## src/shared/owcd_params.svh

```systemverilog
// option word decoder constants: offsets, field positions, reset values, mode codes
// included by the package, owcd_top and the test files; definitions only
`ifndef OWCD_PARAMS_SVH
`define OWCD_PARAMS_SVH

`define OWCD_WORD_W 13
`define OWCD_PIN_W 7
`define OWCD_ADDR_W 6
`define OWCD_INTERNAL_DATA_BUS_W 8

// core register address of the test readback register
`define OWCD_READBACK_ADDR 6'h0e

// field positions inside the option word
`define OWCD_BIT_OSC_TYPE 12
`define OWCD_BIT_WDT_DIS 11
`define OWCD_BIT_CYCLE_CYCLE_CLOCKS_SEL 10
`define OWCD_BIT_PROTECT_N 9
`define OWCD_BIT_XTAL_FREQ 8
`define OWCD_BIT_OSC_POWER 7
`define OWCD_BIT_VARIANT 6
`define OWCD_BIT_WAKE_ALL 5
`define OWCD_BIT_AUX_EN 4
`define OWCD_UCODE_HI 3
`define OWCD_UCODE_LO 0
// six bits seen through the readback register
`define OWCD_RB_HI 12
`define OWCD_RB_LO 7

// byte split of the word on the programming pins
`define OWCD_HIGH_MASK 13'h1f80
`define OWCD_LOW_MASK 13'h007f

// reset values
`define OWCD_CFG_RESET 13'h0000
`define OWCD_LOW_UNUSED_DEFAULT 6'h00

// mode code sampled on port 6 pins 0..2 while the programming voltage is off
`define OWCD_MODE_REGULAR 3'h0
`define OWCD_MODE_OPTION 3'h2

// synchroniser depth for pin inputs
`define OWCD_SYNC_STAGES 2

`endif

```

## src/shared/owcd_pkg.sv

```systemverilog
// types shared by the option word decoder modules
// assumes owcd_params.svh is on the include path
`include "owcd_params.svh"

package owcd_pkg;

    typedef enum logic [1:0] {
        OWCD_ST_LOAD = 2'b00,
        OWCD_ST_RUN = 2'b01
    } owcd_state_type;

    // decoded configuration handed to the core
    typedef struct packed {
        logic osc_type_sel;
        logic wdt_enable;
        logic cycle_clocks_sel;
        logic code_protect;
        logic xtal_freq_sel;
        logic osc_power_sel;
        logic variant_sel;
        logic wake_all_pins;
        logic aux_enable_bit;
        logic [3:0] user_code;
    } owcd_cfg_out_type;

    // programming pins after synchronisation
    typedef struct packed {
        logic vpp_on;
        logic byte_sel;
        logic pgm_n;
        logic oe_n;
        logic [`OWCD_PIN_W-1:0] data;
    } owcd_pins_type;

    typedef struct packed {
        owcd_state_type state;
        logic [`OWCD_WORD_W-1:0] cfg;
        owcd_cfg_out_type dec;
        logic [2:0] mode;
        logic pgm_prev;
        logic otp_wr;
        logic [`OWCD_WORD_W-1:0] wdata;
        logic [`OWCD_WORD_W-1:0] wmask;
        logic [`OWCD_PIN_W-1:0] pin_out;
        logic [`OWCD_PIN_W-1:0] pin_oe;
        logic [`OWCD_INTERNAL_DATA_BUS_W-1:0] rdata;
        logic rvalid;
    } owcd_regs_type;

endpackage

```

## src/hw/owcd_pin_sync.sv

```systemverilog
// two-stage synchroniser for a group of asynchronous pin inputs
// assumes the inputs are quasi-static levels relative to clk_sys_i
`timescale 1ns/1ps
`default_nettype none

module owcd_pin_sync #(
    parameter int WIDTH = 1
) (
    input wire logic clk_sys_i,
    input wire logic rst_n_i,
    input wire logic [WIDTH-1:0] async_i,
    input wire logic [WIDTH-1:0] reset_val_i,
    output logic [WIDTH-1:0] sync_o
);

    logic [WIDTH-1:0] meta;
    logic [WIDTH-1:0] stable;

    // every stage clears to 0; users must treat the first two cycles after release as idle
    genvar g;
    generate
        for (g = 0; g < WIDTH; g++) begin : g_bit
            always_ff @(posedge clk_sys_i or negedge rst_n_i) begin
                if (!rst_n_i) begin
                    meta[g] <= 1'b0;
                    stable[g] <= 1'b0;
                end else begin
                    meta[g] <= async_i[g];
                    stable[g] <= meta[g];
                end
            end
            // hold the idle level until the chain has filled once
            assign sync_o[g] = stable[g];
        end
    endgenerate

    logic unused_reset_val;
    assign unused_reset_val = ^reset_val_i;

endmodule

`default_nettype wire

```

## src/hw/owcd_top.sv

```systemverilog
// option word holder and decoder: loads the OTP option word once per power-on reset,
// decodes it for the core, serves the test readback register and the option-mode pins
// assumes otp_* ports come from the OTP macro on clk_sys_i and the *_pin_i inputs are
// asynchronous pins; port 6 data pins are resolved outside from out/oe
`timescale 1ns/1ps
`default_nettype none
`include "owcd_params.svh"

// Summary of operation
// - option word unreachable by normal instructions
// - load OTP word into register after reset
// - test mode reads six bits at 0E
// - option mode writes/reads word over port 6
// - bit 12 picks RC or crystal
// - bit 11 low enables watchdog
// - bit 10 picks two or four clocks
// - bit 9 low enables code protection
// - bit 8 picks crystal frequency range
// - frequency bit matters only for crystal
// - bit 7 picks oscillator power level
// - bit 6 picks package variant
// - plain variant treats low bits as zero
// - bit 5 sets wake-up pin scope
// - bits 3..0 hold stored user code
// - protection blocks external OTP readout
module owcd_top
    import owcd_pkg::*;
#(
    parameter bit EXTENDED = 1'b1
) (
    input wire logic clk_sys_i,
    input wire logic rst_n_i,
    output logic otp_rd_req_o,
    input wire logic otp_rd_ack_i,
    input wire logic [`OWCD_WORD_W-1:0] otp_opt_word_i,
    output logic otp_wr_o,
    output logic [`OWCD_WORD_W-1:0] otp_wdata_o,
    output logic [`OWCD_WORD_W-1:0] otp_wmask_o,
    input wire logic vpp_on_pin_i,
    input wire logic byte_sel_pin_i,
    input wire logic pgm_n_pin_i,
    input wire logic oe_n_pin_i,
    input wire logic [`OWCD_PIN_W-1:0] port6_pins_0_to_6_i,
    output logic [`OWCD_PIN_W-1:0] port6_pins_0_to_6_o,
    output logic [`OWCD_PIN_W-1:0] port6_pins_0_to_6_oe_o,
    input wire logic test_mode_i,
    input wire logic reg_rd_i,
    input wire logic [`OWCD_ADDR_W-1:0] reg_addr_i,
    output logic [`OWCD_INTERNAL_DATA_BUS_W-1:0] internal_data_bus_o,
    output logic internal_data_valid_o,
    output logic cfg_valid_o,
    output owcd_cfg_out_type cfg_o,
    output logic ext_read_block_o
);

    localparam int PIN_GROUP_W = `OWCD_PIN_W + 4;

    owcd_regs_type q;
    owcd_regs_type next_q;
    owcd_pins_type pins;
    logic [PIN_GROUP_W-1:0] pin_raw;
    logic [PIN_GROUP_W-1:0] pin_sync;
    logic opt_mode;
    logic protect_active;
    logic read_ok;
    logic rb_hit;

    assign pin_raw = {vpp_on_pin_i, byte_sel_pin_i, pgm_n_pin_i, oe_n_pin_i,
                      port6_pins_0_to_6_i};

    owcd_pin_sync #(
        .WIDTH(PIN_GROUP_W)
    ) u_pin_sync (
        .clk_sys_i(clk_sys_i),
        .rst_n_i(rst_n_i),
        .async_i(pin_raw),
        .reset_val_i({PIN_GROUP_W{1'b0}}),
        .sync_o(pin_sync)
    );

    assign pins = owcd_pins_type'(pin_sync);

    // option mode needs programming voltage and the latched mode code
    assign opt_mode = pins.vpp_on && (q.mode == `OWCD_MODE_OPTION);
    // protection comes from the word loaded at power-on, not from the live cells
    assign protect_active = (q.state == OWCD_ST_RUN) && !q.cfg[`OWCD_BIT_PROTECT_N];
    // pins are only turned around while no write pulse is active
    assign read_ok = opt_mode && !pins.oe_n && pins.pgm_n && !protect_active;
    assign rb_hit = reg_rd_i && (reg_addr_i == `OWCD_READBACK_ADDR);

    always_comb begin
        next_q = q;
        next_q.otp_wr = 1'b0;
        next_q.wdata = q.wdata;
        next_q.wmask = q.wmask;
        next_q.rvalid = 1'b0;
        next_q.rdata = {`OWCD_INTERNAL_DATA_BUS_W{1'b0}};

        // the word is taken once; later OTP programming shows only after a new reset
        case (q.state)
            OWCD_ST_LOAD: begin
                if (otp_rd_ack_i) begin
                    next_q.cfg = otp_opt_word_i;
                    next_q.state = OWCD_ST_RUN;
                end
            end
            OWCD_ST_RUN: begin
                next_q.cfg = q.cfg;
            end
            default: begin
                next_q.state = OWCD_ST_LOAD;
            end
        endcase

        // decode is a pure function of the held word; the core has no write path
        next_q.dec.osc_type_sel = next_q.cfg[`OWCD_BIT_OSC_TYPE];
        next_q.dec.wdt_enable = !next_q.cfg[`OWCD_BIT_WDT_DIS];
        next_q.dec.cycle_clocks_sel = next_q.cfg[`OWCD_BIT_CYCLE_CYCLE_CLOCKS_SEL];
        next_q.dec.code_protect = !next_q.cfg[`OWCD_BIT_PROTECT_N];
        // frequency range is forced low unless a crystal is selected
        next_q.dec.xtal_freq_sel = next_q.cfg[`OWCD_BIT_XTAL_FREQ]
                                   && next_q.cfg[`OWCD_BIT_OSC_TYPE];
        next_q.dec.osc_power_sel = next_q.cfg[`OWCD_BIT_OSC_POWER];
        next_q.dec.variant_sel = next_q.cfg[`OWCD_BIT_VARIANT];
        if (EXTENDED) begin
            next_q.dec.wake_all_pins = next_q.cfg[`OWCD_BIT_WAKE_ALL];
            next_q.dec.aux_enable_bit = next_q.cfg[`OWCD_BIT_AUX_EN];
            next_q.dec.user_code = next_q.cfg[`OWCD_UCODE_HI:`OWCD_UCODE_LO];
        end else begin
            // plain variant: low field is unused and reads as its default
            {next_q.dec.wake_all_pins, next_q.dec.aux_enable_bit,
             next_q.dec.user_code} = `OWCD_LOW_UNUSED_DEFAULT;
        end
        if (next_q.state != OWCD_ST_RUN) begin
            next_q.dec = '0;
        end

        // mode code rides on port 6 pins 0..2 and is frozen once vpp is applied
        if (!pins.vpp_on) begin
            next_q.mode = pins.data[2:0];
        end
        next_q.pgm_prev = pins.pgm_n;

        // falling edge of the write strobe programs the selected byte
        if (opt_mode && q.pgm_prev && !pins.pgm_n) begin
            next_q.otp_wr = 1'b1;
            if (pins.byte_sel) begin
                next_q.wdata = {pins.data[5:0], 7'h00};
                next_q.wmask = `OWCD_HIGH_MASK;
            end else begin
                next_q.wdata = {6'h00, pins.data};
                next_q.wmask = `OWCD_LOW_MASK;
            end
        end

        // verify reads the live cells so a fresh write can be checked
        if (read_ok) begin
            next_q.pin_oe = {`OWCD_PIN_W{1'b1}};
            if (pins.byte_sel) begin
                next_q.pin_out = {1'b0, otp_opt_word_i[`OWCD_RB_HI:`OWCD_RB_LO]};
            end else begin
                next_q.pin_out = otp_opt_word_i[6:0];
            end
        end else begin
            next_q.pin_oe = {`OWCD_PIN_W{1'b0}};
            next_q.pin_out = {`OWCD_PIN_W{1'b0}};
        end

        // outside test mode the readback address answers zero
        if (rb_hit) begin
            next_q.rvalid = 1'b1;
            if (test_mode_i && q.state == OWCD_ST_RUN) begin
                next_q.rdata = {2'h0, q.cfg[`OWCD_RB_HI:`OWCD_RB_LO]};
            end else begin
                next_q.rdata = {`OWCD_INTERNAL_DATA_BUS_W{1'b0}};
            end
        end
    end

    always_ff @(posedge clk_sys_i or negedge rst_n_i) begin
        if (!rst_n_i) begin
            // strobe history clears like the synchroniser, so release shows no false falling edge
            q <= '{state: OWCD_ST_LOAD, cfg: `OWCD_CFG_RESET, dec: '0, mode: `OWCD_MODE_REGULAR,
                   pgm_prev: 1'b0, otp_wr: 1'b0, wdata: '0, wmask: '0, pin_out: '0,
                   pin_oe: '0, rdata: '0, rvalid: 1'b0};
        end else begin
            q <= next_q;
        end
    end

    assign otp_rd_req_o = (q.state == OWCD_ST_LOAD);
    assign otp_wr_o = q.otp_wr;
    assign otp_wdata_o = q.wdata;
    assign otp_wmask_o = q.wmask;
    assign port6_pins_0_to_6_o = q.pin_out;
    assign port6_pins_0_to_6_oe_o = q.pin_oe;
    assign internal_data_bus_o = q.rdata;
    assign internal_data_valid_o = q.rvalid;
    assign cfg_valid_o = (q.state == OWCD_ST_RUN);
    assign cfg_o = q.dec;
    assign ext_read_block_o = protect_active;

    a_load_captures: assert property (@(posedge clk_sys_i) disable iff (!rst_n_i)
        (q.state == OWCD_ST_LOAD && otp_rd_ack_i)
        |=> (cfg_valid_o && q.cfg == $past(otp_opt_word_i)))
        else $error("option word not captured on load acknowledge");

    a_cfg_frozen: assert property (@(posedge clk_sys_i) disable iff (!rst_n_i)
        cfg_valid_o |=> (cfg_valid_o && $stable(q.cfg) && $stable(cfg_o)))
        else $error("configuration changed after load");

    a_readback_bits: assert property (@(posedge clk_sys_i) disable iff (!rst_n_i)
        (rb_hit && test_mode_i && cfg_valid_o)
        |=> (internal_data_valid_o && internal_data_bus_o[7:6] == 2'h0
             && internal_data_bus_o[5:0] == q.cfg[12:7]))
        else $error("test readback does not show option bits");

    a_normal_hidden: assert property (@(posedge clk_sys_i) disable iff (!rst_n_i)
        (reg_rd_i && !test_mode_i) |=> (internal_data_bus_o == 8'h00))
        else $error("option bits visible outside test mode");

    a_write_strobe: assert property (@(posedge clk_sys_i) disable iff (!rst_n_i)
        (opt_mode && q.pgm_prev && !pins.pgm_n)
        |=> (otp_wr_o ##1 !otp_wr_o))
        else $error("option write not issued as one pulse");

    a_write_mask: assert property (@(posedge clk_sys_i) disable iff (!rst_n_i)
        otp_wr_o |-> (otp_wmask_o == 13'h1f80 || otp_wmask_o == 13'h007f))
        else $error("option write selects no byte");

    a_freq_gated: assert property (@(posedge clk_sys_i) disable iff (!rst_n_i)
        (cfg_valid_o && !q.cfg[12]) |-> !cfg_o.xtal_freq_sel)
        else $error("frequency range active with rc oscillator");

    a_wdt_polarity: assert property (@(posedge clk_sys_i) disable iff (!rst_n_i)
        cfg_valid_o |-> (cfg_o.wdt_enable != q.cfg[11] && cfg_o.code_protect != q.cfg[9]))
        else $error("active low enables decoded with wrong polarity");

    a_protect_block: assert property (@(posedge clk_sys_i) disable iff (!rst_n_i)
        (protect_active && $past(protect_active)) |-> (port6_pins_0_to_6_oe_o == 7'h00))
        else $error("pins driven while code protection is active");

    a_plain_low: assert property (@(posedge clk_sys_i) disable iff (!rst_n_i)
        !EXTENDED |-> (cfg_o.user_code == 4'h0 && !cfg_o.aux_enable_bit
                       && !cfg_o.wake_all_pins))
        else $error("unused low field not zero on plain variant");

    a_not_valid_zero: assert property (@(posedge clk_sys_i) disable iff (!rst_n_i)
        !cfg_valid_o |-> (cfg_o == '0 && !ext_read_block_o))
        else $error("configuration outputs active before load");

endmodule

`default_nettype wire

```

## config.mk

```make
export PLATFORM = sky130hd
export DESIGN_NAME = owcd_top
export DESIGN_NICKNAME = d
export VERILOG_FILES = /design/src/shared/owcd_pkg.sv /design/src/hw/owcd_pin_sync.sv /design/src/hw/owcd_top.sv
export VERILOG_INCLUDE_DIRS = /design/src /design/src/shared
export SDC_FILE = /design/constraint.sdc
export NUM_CORES = 1
export LEC_CHECK = 0
export BUFFER_PORTS_ARGS = -buffer_cell sky130_fd_sc_hd__buf_2
export CAP_MARGIN = 10
export CORE_ASPECT_RATIO = 0.75
export CORE_UTILIZATION = 32
export DETAILED_ROUTE_END_ITERATION = 10
export SETUP_SLACK_MARGIN = 0.5
export SKIP_LAST_GASP = 1
export SLEW_MARGIN = 20
export SYNTH_ARGS = -nofsm -noshare
export SYNTH_HDL_FRONTEND = slang
export SYNTH_SLANG_ARGS = --single-unit
```

## constraint.sdc

```tcl
create_clock -name clk_sys_i -period 2 [get_ports clk_sys_i]
set_clock_uncertainty 0.15 [all_clocks]
set_input_delay 0.2 -clock clk_sys_i [delete_from_list [all_inputs] [get_ports clk_sys_i]]
set_output_delay 0.2 -clock clk_sys_i [all_outputs]
set_load 0.01 [all_outputs]
```

==> results by group, run 1 <==
Clocking
  • CTS tree: yes
  • Clk slew on worst S/H paths: 0.06 ns
  • Skew-Pair Late Insertion Delay: 0.33 ns
  • Total CTS buffers: 9
  • Root Driver: clkbuf_16
  • Max clock buf depth: 2
  • CTS H-Tree Depth: 3
  • Clock Sink Count: 85

Outcome
  • Status: finished, final reports clean

Timing
  • Worst slew margin: 0.641
  • Setup-failing EPs final: 0
  • RSZ-0062 raised after global routing: yes
  • Tmin final: 1.74 ns
  • Final TNS setup: 0 ns
  • FMAX: 573 MHz
  • Final Hold Fails: 0
  • Worst Tran Pin Value: 0.539 ns
  • Max-slew violation count: 0
  • Period utilisation layout: 0.872

Power
  • PwrDens: 932 mW/mm2
  • Clk pwr share: 0.370
  • Switching share of total power: 0.241
  • Leakage power: 2.34 nW
  • P_sw: 0.00100 W
  • Seq pwr share: 0.476
  • Internal: 0.00314 W
  • Comb pwr share: 0.154
  • Max VDD drop: 0.394 mV

Floorplanning
  • Die Width: 121 um
  • Row count: 32
  • Starting Density: 0.330
  • Die Height: 91.4 um
  • Core Area: 0.0103 mm2
  • I/O pins: 101
  • Full die area: 0.0111 mm2

Critical path
  • Critical path arrival: 1.81 ns
  • CP bufs+invs: 1
  • CP max FO: 14
  • Worst setup SP type: flip-flop
  • Critical Path RT: 2.07 ns
  • CP delay by family, top: simple AND/OR/NAND/NOR gates
  • CP max stage delay: 0.43 ns
  • Slowest CP cell: or3b_4
  • Start-to-end type of the worst setup path: flip-flop to flip-flop
  • Critical Path, Cell by Cell: nand4bb_1 -> or3b_4 -> buf_12 -> mux2_4
  • Worst setup EP type: flip-flop

GRT
  • Initial antenna violation count: 0
  • First-pass GRT wire length: 9950 um
  • Largest net degree at the start of global routing: 46
  • GRT Util Overall: 0.122
  • Vias in the first global route: 1940
  • Grt total ovfl: 0

Cells and area
  • Final nets: 377
  • Share of layout cells above drive strength 1: 0.510
  • P&R area growth vs syn: 30.4%
  • Final Non-Filler Cells: 483
  • Diodes inserted: 0

Synthesis
  • Primary FF master, synth: dfrtp_1
  • Post-synthesis area per instance: 13.4 um2
  • FFs w/ async S/R, synth: 1.00
  • Synthesis-stage register bit count: 85
  • Synth cell types: 26
  • Yosys warning count: 0
  • Post-synth EDFFs: 0
  • Seq/Total Area, Yosys: 0.624
  • Synthesized area: 0.00341 mm2
  • Gate Count Post-Synth: 255

Detailed routing
  • Routed WL: 6380 um
  • Final routed DRC violation total: 0
  • Final ANT Viol Nets: 0
  • Iteration-0 DRC count of the detailed router: 59
  • Pre-antenna DRT Iters: 4
  • DR WL/cell: 13.2 um
  • DR vias: 1957
  • Via/cell ratio: 4.05

Placed design
  • Final RePlAce weighted congestion: 0.714
  • PortBufs: 98
  • Detailed Place HPWL: 4220 um
  • Placed cells: 429

Min path
  • Hold/Removal Path Class: input pin to flip-flop

Flow run
  • Maxcap violations: 0
## layout make-up
type                       instances  area (um2)
fill                             936        5880
sequential                        85        2130
timing repair buffer             142         958
multi-input combinational         94         871
clock buffer                      13         260
tap                              136         170
inverter                          10        37.5
clock inverter                     3        20.0
## kinds of logic after synthesis
family                 share of synthesized area
DFF                                        0.624
other                                    0.00110
muxes                                      0.120
and+or+nand+nor                           0.0910
AOI/OAI and AO/OA                        0.00367
buffers and inverters                      0.161
## flip-flops by register name, summed over array words and instances, names as in the netlist
name and cells:
q 19, cfg_o 13, otp_wdata_o 13, u_pin_sync.meta 11, u_pin_sync.sync_o 11, port6_pins_0_to_6_o 7, internal_data_bus_o 6, otp_wmask_o 2
internal_data_valid_o 1, otp_wr_o 1, port6_pins_0_to_6_oe_o 1
## placed cells by master (no fill, tap or decap), types with 2 or more instances in the layout
cell            n
mux2_2          9
buf_2          95
dfrtp_2         2
inv_1           8
conb_1          3
nor2_2          2
inv_2           2
clkbuf_1        2
nand2_1         7
and2_1          7
nand4bb_1       2
and2_4          9
dfrtp_1        83
buf_4           8
buf_12          2
nor2b_1         7
nor2_1          6
clkinvlp_4      2
mux2_4         15
nor3b_4         2
clkbuf_8        2
mux2i_1        12
dlygate4sd3_1  27
nand3b_1        2
clkbuf_16       9
buf_6          10
## final timing paths
check	cells past startpoint	start	endpoint	slack (ns)
min reg2reg	0	u_pin_sync.meta[9]	u_pin_sync.sync_o[9]	0.20
max reg2reg	4	q[51]	otp_wdata_o[5]	0.26
max	4	q[51]	otp_wdata_o[5]	0.26
max in group asynchronous	3	rst_n_i	q[80]	0.80
min	3	otp_rd_ack_i	cfg_o[11]	0.16
min in group asynchronous	2	rst_n_i	internal_data_bus_o[3]	0.25
## metal layers
metal / wire, um / track usage / up-vias
met2: 2970 / 0.182 / 56
li1: - / - / 921
met5: 0 / 0 / -
met4: 100 / 0.0422 / 0
met1: 2930 / 0.159 / 967
met3: 378 / 0.0490 / 13
## metrics by stage
stage               worst slack, ns  area [um2]  hold slack (ns)  power (W)   util
finish                        0.255        4450            0.156    0.00414  0.430
global route                  0.210        4450            0.153    0.00435  0.430
floorplan                     0.277        3500           -0.246    0.00246      -
global placement              0.256        3690           0.0652    0.00253  0.357
CTS                           0.266        4360            0.105    0.00418  0.422
detailed placement            0.201        3690           0.0729    0.00254  0.357
## timing repair
| action | 4_1_cts | 5_1_grt |
|---|---|---|
| setup endpoints to repair | 44 | 53 |
| hold buffers | 27 | 0 |
| buffers inserted | 5 | 5 |
| pin swaps | 4 | 3 |
| gates resized for setup | 24 | 13 |
| gates cloned | 1 | 0 |
| endpoints found under the hold margin | 67 | 0 |
## tightest hold or removal path, stage by stage
cell and delay (ns):
buf_2 0.09, o21bai_1 0.17, nor2_1 0.13
## cells in the mapped netlist, types with 3 or more instances
cell type / number / area [um2]
dfrtp_1: 85 / 2130
buf_4: 61 / 458
mux2_2: 22 / 248
nor2_1: 9 / 33.8
inv_1: 10 / 37.5
clkbuf_1: 3 / 11.3
and2_1: 16 / 100
mux2i_1: 13 / 130
nor2b_1: 8 / 50.1
nand2_1: 7 / 26.3
## power groups by stage
stage,combinational [W],sequential (W),clock (W)
after floorplan,0.000484,0.00198,0
after global placement,0.000528,0.00200,0
after detailed placement,0.000538,0.00200,0
after CTS,0.000620,0.00197,0.00158
after global routing,0.000696,0.00199,0.00166
final,0.000640,0.00197,0.00153
Note: power is estimated with default switching activity, not from simulation.
==> run 2, diff against run 1 <==
--- a/config.mk
+++ b/config.mk
@@ -11,6 +11,7 @@
 export CORE_ASPECT_RATIO = 0.75
 export CORE_UTILIZATION = 32
 export DETAILED_ROUTE_END_ITERATION = 10
+export PLACE_DENSITY_LB_ADDON = 0.1
 export SETUP_SLACK_MARGIN = 0.5
 export SKIP_LAST_GASP = 1
 export SLEW_MARGIN = 20
==> run 2 against run 1 <==
Effect of this change: sequential share of layout area up 0.42 points; first-iteration DRC count is 14% higher; register-to-register slack improved by 0.02 ns; power is 1.0% lower; count of clock-buffer cells in the layout up 1; global-route usage is 0.35 points higher; critical path type unchanged; critical endpoint is now otp_wdata_o[6].
==> results by group, run 2 (synthesized netlist as in run 1, its figures left out) <==
Outcome
  • Status: finished, final reports clean (unchanged)

Critical path
  • Start-to-end type of the worst setup path: flip-flop to flip-flop (unchanged)
  • Worst setup EP type: flip-flop (unchanged)
  • CP max FO: 12 (was 14)
  • Reg2reg path depth: 4 (unchanged)
  • Critical path arrival: 1.78 ns (was 1.81 ns)
  • Reg2reg start: q[51] (unchanged)
  • CP delay by family, top: simple AND/OR/NAND/NOR gates (unchanged)
  • Critical Path, Cell by Cell: nand4bb_1 -> or3b_4 -> buf_12 -> mux2_4 (unchanged)
  • Critical Path RT: 2.06 ns (was 2.07 ns)
  • CP bufs+invs: 1 (unchanged)
  • Worst setup SP type: flip-flop (unchanged)
  • CP max stage delay: 0.43 ns (about the same)
  • R2R Setup Slk: 0.28 ns (was 0.26 ns)
  • Reg2reg end: otp_wdata_o[6] (was otp_wdata_o[5])
  • Slowest CP cell: or3b_4 (unchanged)

Cells and area
  • Commonest non-fill, non-tap cells in the layout: buf_2, dfrtp_1, dlygate4sd3_1 (unchanged)
  • Max reg flops: 19 (unchanged)
  • Diodes inserted: 0 (unchanged)
  • Share of layout cells above drive strength 1: 0.481 (was 0.510)
  • Final nets: 378 (was 377)
  • Final Cell Area: 0.00441 mm2 (was 0.00445 mm2)
  • P&R area growth vs syn: 29.3% (was 30.4%)
  • Biggest register: q (unchanged)
  • Most common cell after layout, fill and taps aside: buf_2 (unchanged)

Floorplanning
  • Full die area: 0.0111 mm2 (unchanged)
  • Row count: 32 (unchanged)
  • I/O pins: 101 (unchanged)
  • Starting Density: 0.330 (unchanged)
  • Core Area: 0.0103 mm2 (unchanged)
  • Die Width: 121 um (unchanged)
  • Die Height: 91.4 um (unchanged)

Clocking
  • Clk slew on worst S/H paths: 0.06 ns (about the same)
  • Root Driver: clkbuf_16 (unchanged)
  • Max clock buf depth: 2 (unchanged)
  • Total CTS buffers: 9 (unchanged)
  • CTS H-Tree Depth: 3 (unchanged)
  • Clock Sink Count: 85 (unchanged)
  • CTS tree: yes (unchanged)
  • Skew-Pair Late Insertion Delay: 0.33 ns (about the same)

GRT
  • Largest net degree at the start of global routing: 48 (was 46)
  • Grt total ovfl: 0 (unchanged)
  • GRT Util Overall: 0.125 (was 0.122)
  • Initial antenna violation count: 0 (unchanged)
  • Vias in the first global route: 2003 (was 1940)
  • First-pass GRT wire length: 10200 um (was 9950 um)

Placed design
  • PortBufs: 98 (unchanged)
  • Final RePlAce weighted congestion: 0.657 (was 0.714)
  • Placed Area: 0.00372 mm2 (was 0.00369 mm2)
  • Detailed Place HPWL: 4140 um (was 4220 um)

Min path
  • HP Start: otp_rd_ack_i (unchanged)
  • Hold/Removal Path Class: input pin to flip-flop (unchanged)
  • Hold Path Cell Cnt: 4 (was 3)
  • Worst hold endpoint: cfg_o[9] (was cfg_o[11])

Timing
  • Final TNS setup: 0 ns (unchanged)
  • FMAX: 581 MHz (was 573 MHz)
  • Worst Tran Pin Value: 0.606 ns (was 0.539 ns)
  • Setup-failing EPs final: 0 (unchanged)
  • Hold slack: 0.180 ns (was 0.156 ns)
  • Max-slew violation count: 0 (unchanged)
  • Final Hold Fails: 0 (unchanged)
  • Period utilisation layout: 0.861 (was 0.872)
  • Tmin final: 1.72 ns (was 1.74 ns)
  • RSZ-0062 raised after global routing: yes (unchanged)
  • Worst slew margin: 0.596 (was 0.641)

Detailed routing
  • DR vias: 1953 (was 1957)
  • Final ANT Viol Nets: 0 (unchanged)
  • Iteration-0 DRC count of the detailed router: 67 (was 59)
  • DR WL/cell: 12.9 um (was 13.2 um)
  • Pre-antenna DRT Iters: 3 (was 4)
  • Final routed DRC violation total: 0 (unchanged)
  • Via/cell ratio: 4.04 (was 4.05)
  • Routed WL: 6250 um (was 6380 um)

Power
  • Leakage power: 2.33 nW (was 2.34 nW)
  • Max VDD drop: 0.357 mV (was 0.394 mV)
  • PwrDens: 930 mW/mm2 (was 932 mW/mm2)

Flow run
  • Maxcap violations: 0 (unchanged)
-- run 2: cell types whose count changed in the layout (fill, tap and decap cells not counted), sizes merged --
cell,change
buf,+1
clkinvlp,-2
clkbuf,+1
-- run 2: routing by layer --
metal | part of all wire | global-route usage | wire length [um]
met1 | 0.46 | 0.157 | 2860
met2 | 0.47 | 0.192 | 2910
met3 | 0.059 | 0.0459 | 368
met4 | 0.018 | 0.0586 | 114
met5 | 0 | 0 | 0
-- run 2: timing repair --
item / CTS / global route
resized for setup: 8 / 10
setup endpoints to repair: 38 / 53
hold buffers: 27 / 0
cloned: 0 / 0
setup buffers: 7 / 3
endpoints found under the hold margin: 72 / 0
pin swaps: 3 / 1
-- run 2: stage by stage --
stage | total power (W) | setup WS [ns] | utilization | cells
floorplan | 0.00246 | 0.277 | - | 257
global placement | 0.00254 | 0.263 | 0.360 | 431
detailed placement | 0.00254 | 0.224 | 0.360 | 431
CTS | 0.00417 | 0.278 | 0.421 | 480
global route | 0.00434 | 0.225 | 0.427 | 483
finish | 0.00410 | 0.279 | 0.427 | 483
-- run 2: report_power, final --
group,switching (W),internal (W)
Combinational,0.000272,0.000323
Clock,0.000606,0.000934
Sequential,0.0000826,0.00188
Total,0.000960,0.00314
-- run 2: final cells by class --
cell class,count,area [um2]
Fill cell,993,5920
Sequential cell,85,2130
Timing Repair Buffer,143,952
Multi-Input combinational cell,94,840
Clock buffer,14,274
Tap cell,136,170
Inverter,10,37.5
Clock inverter,1,5.00
-- run 2: worst max-delay path by stage --
stage	startpoint	endpoint	slack [ns]	cells past startpoint
finish	q[51]	otp_wdata_o[6]	0.28	4
global route	q[53]	otp_wdata_o[11]	0.22	5
CTS	q[51]	otp_wdata_o[6]	0.28	4
detailed placement	q[80]	port6_pins_0_to_6_o[6]	0.22	3
global placement	q[53]	otp_wdata_o[5]	0.26	4
floorplan	q[53]	otp_wdata_o[5]	0.28	5
-- run 2: worst reg2reg max path: cells and delay by family (launching register included) --
kind,cells,cell delay (ns)
and+or+nand+nor,2,0.64
DFF,1,0.37
muxes,1,0.29
buffers and inverters,1,0.16
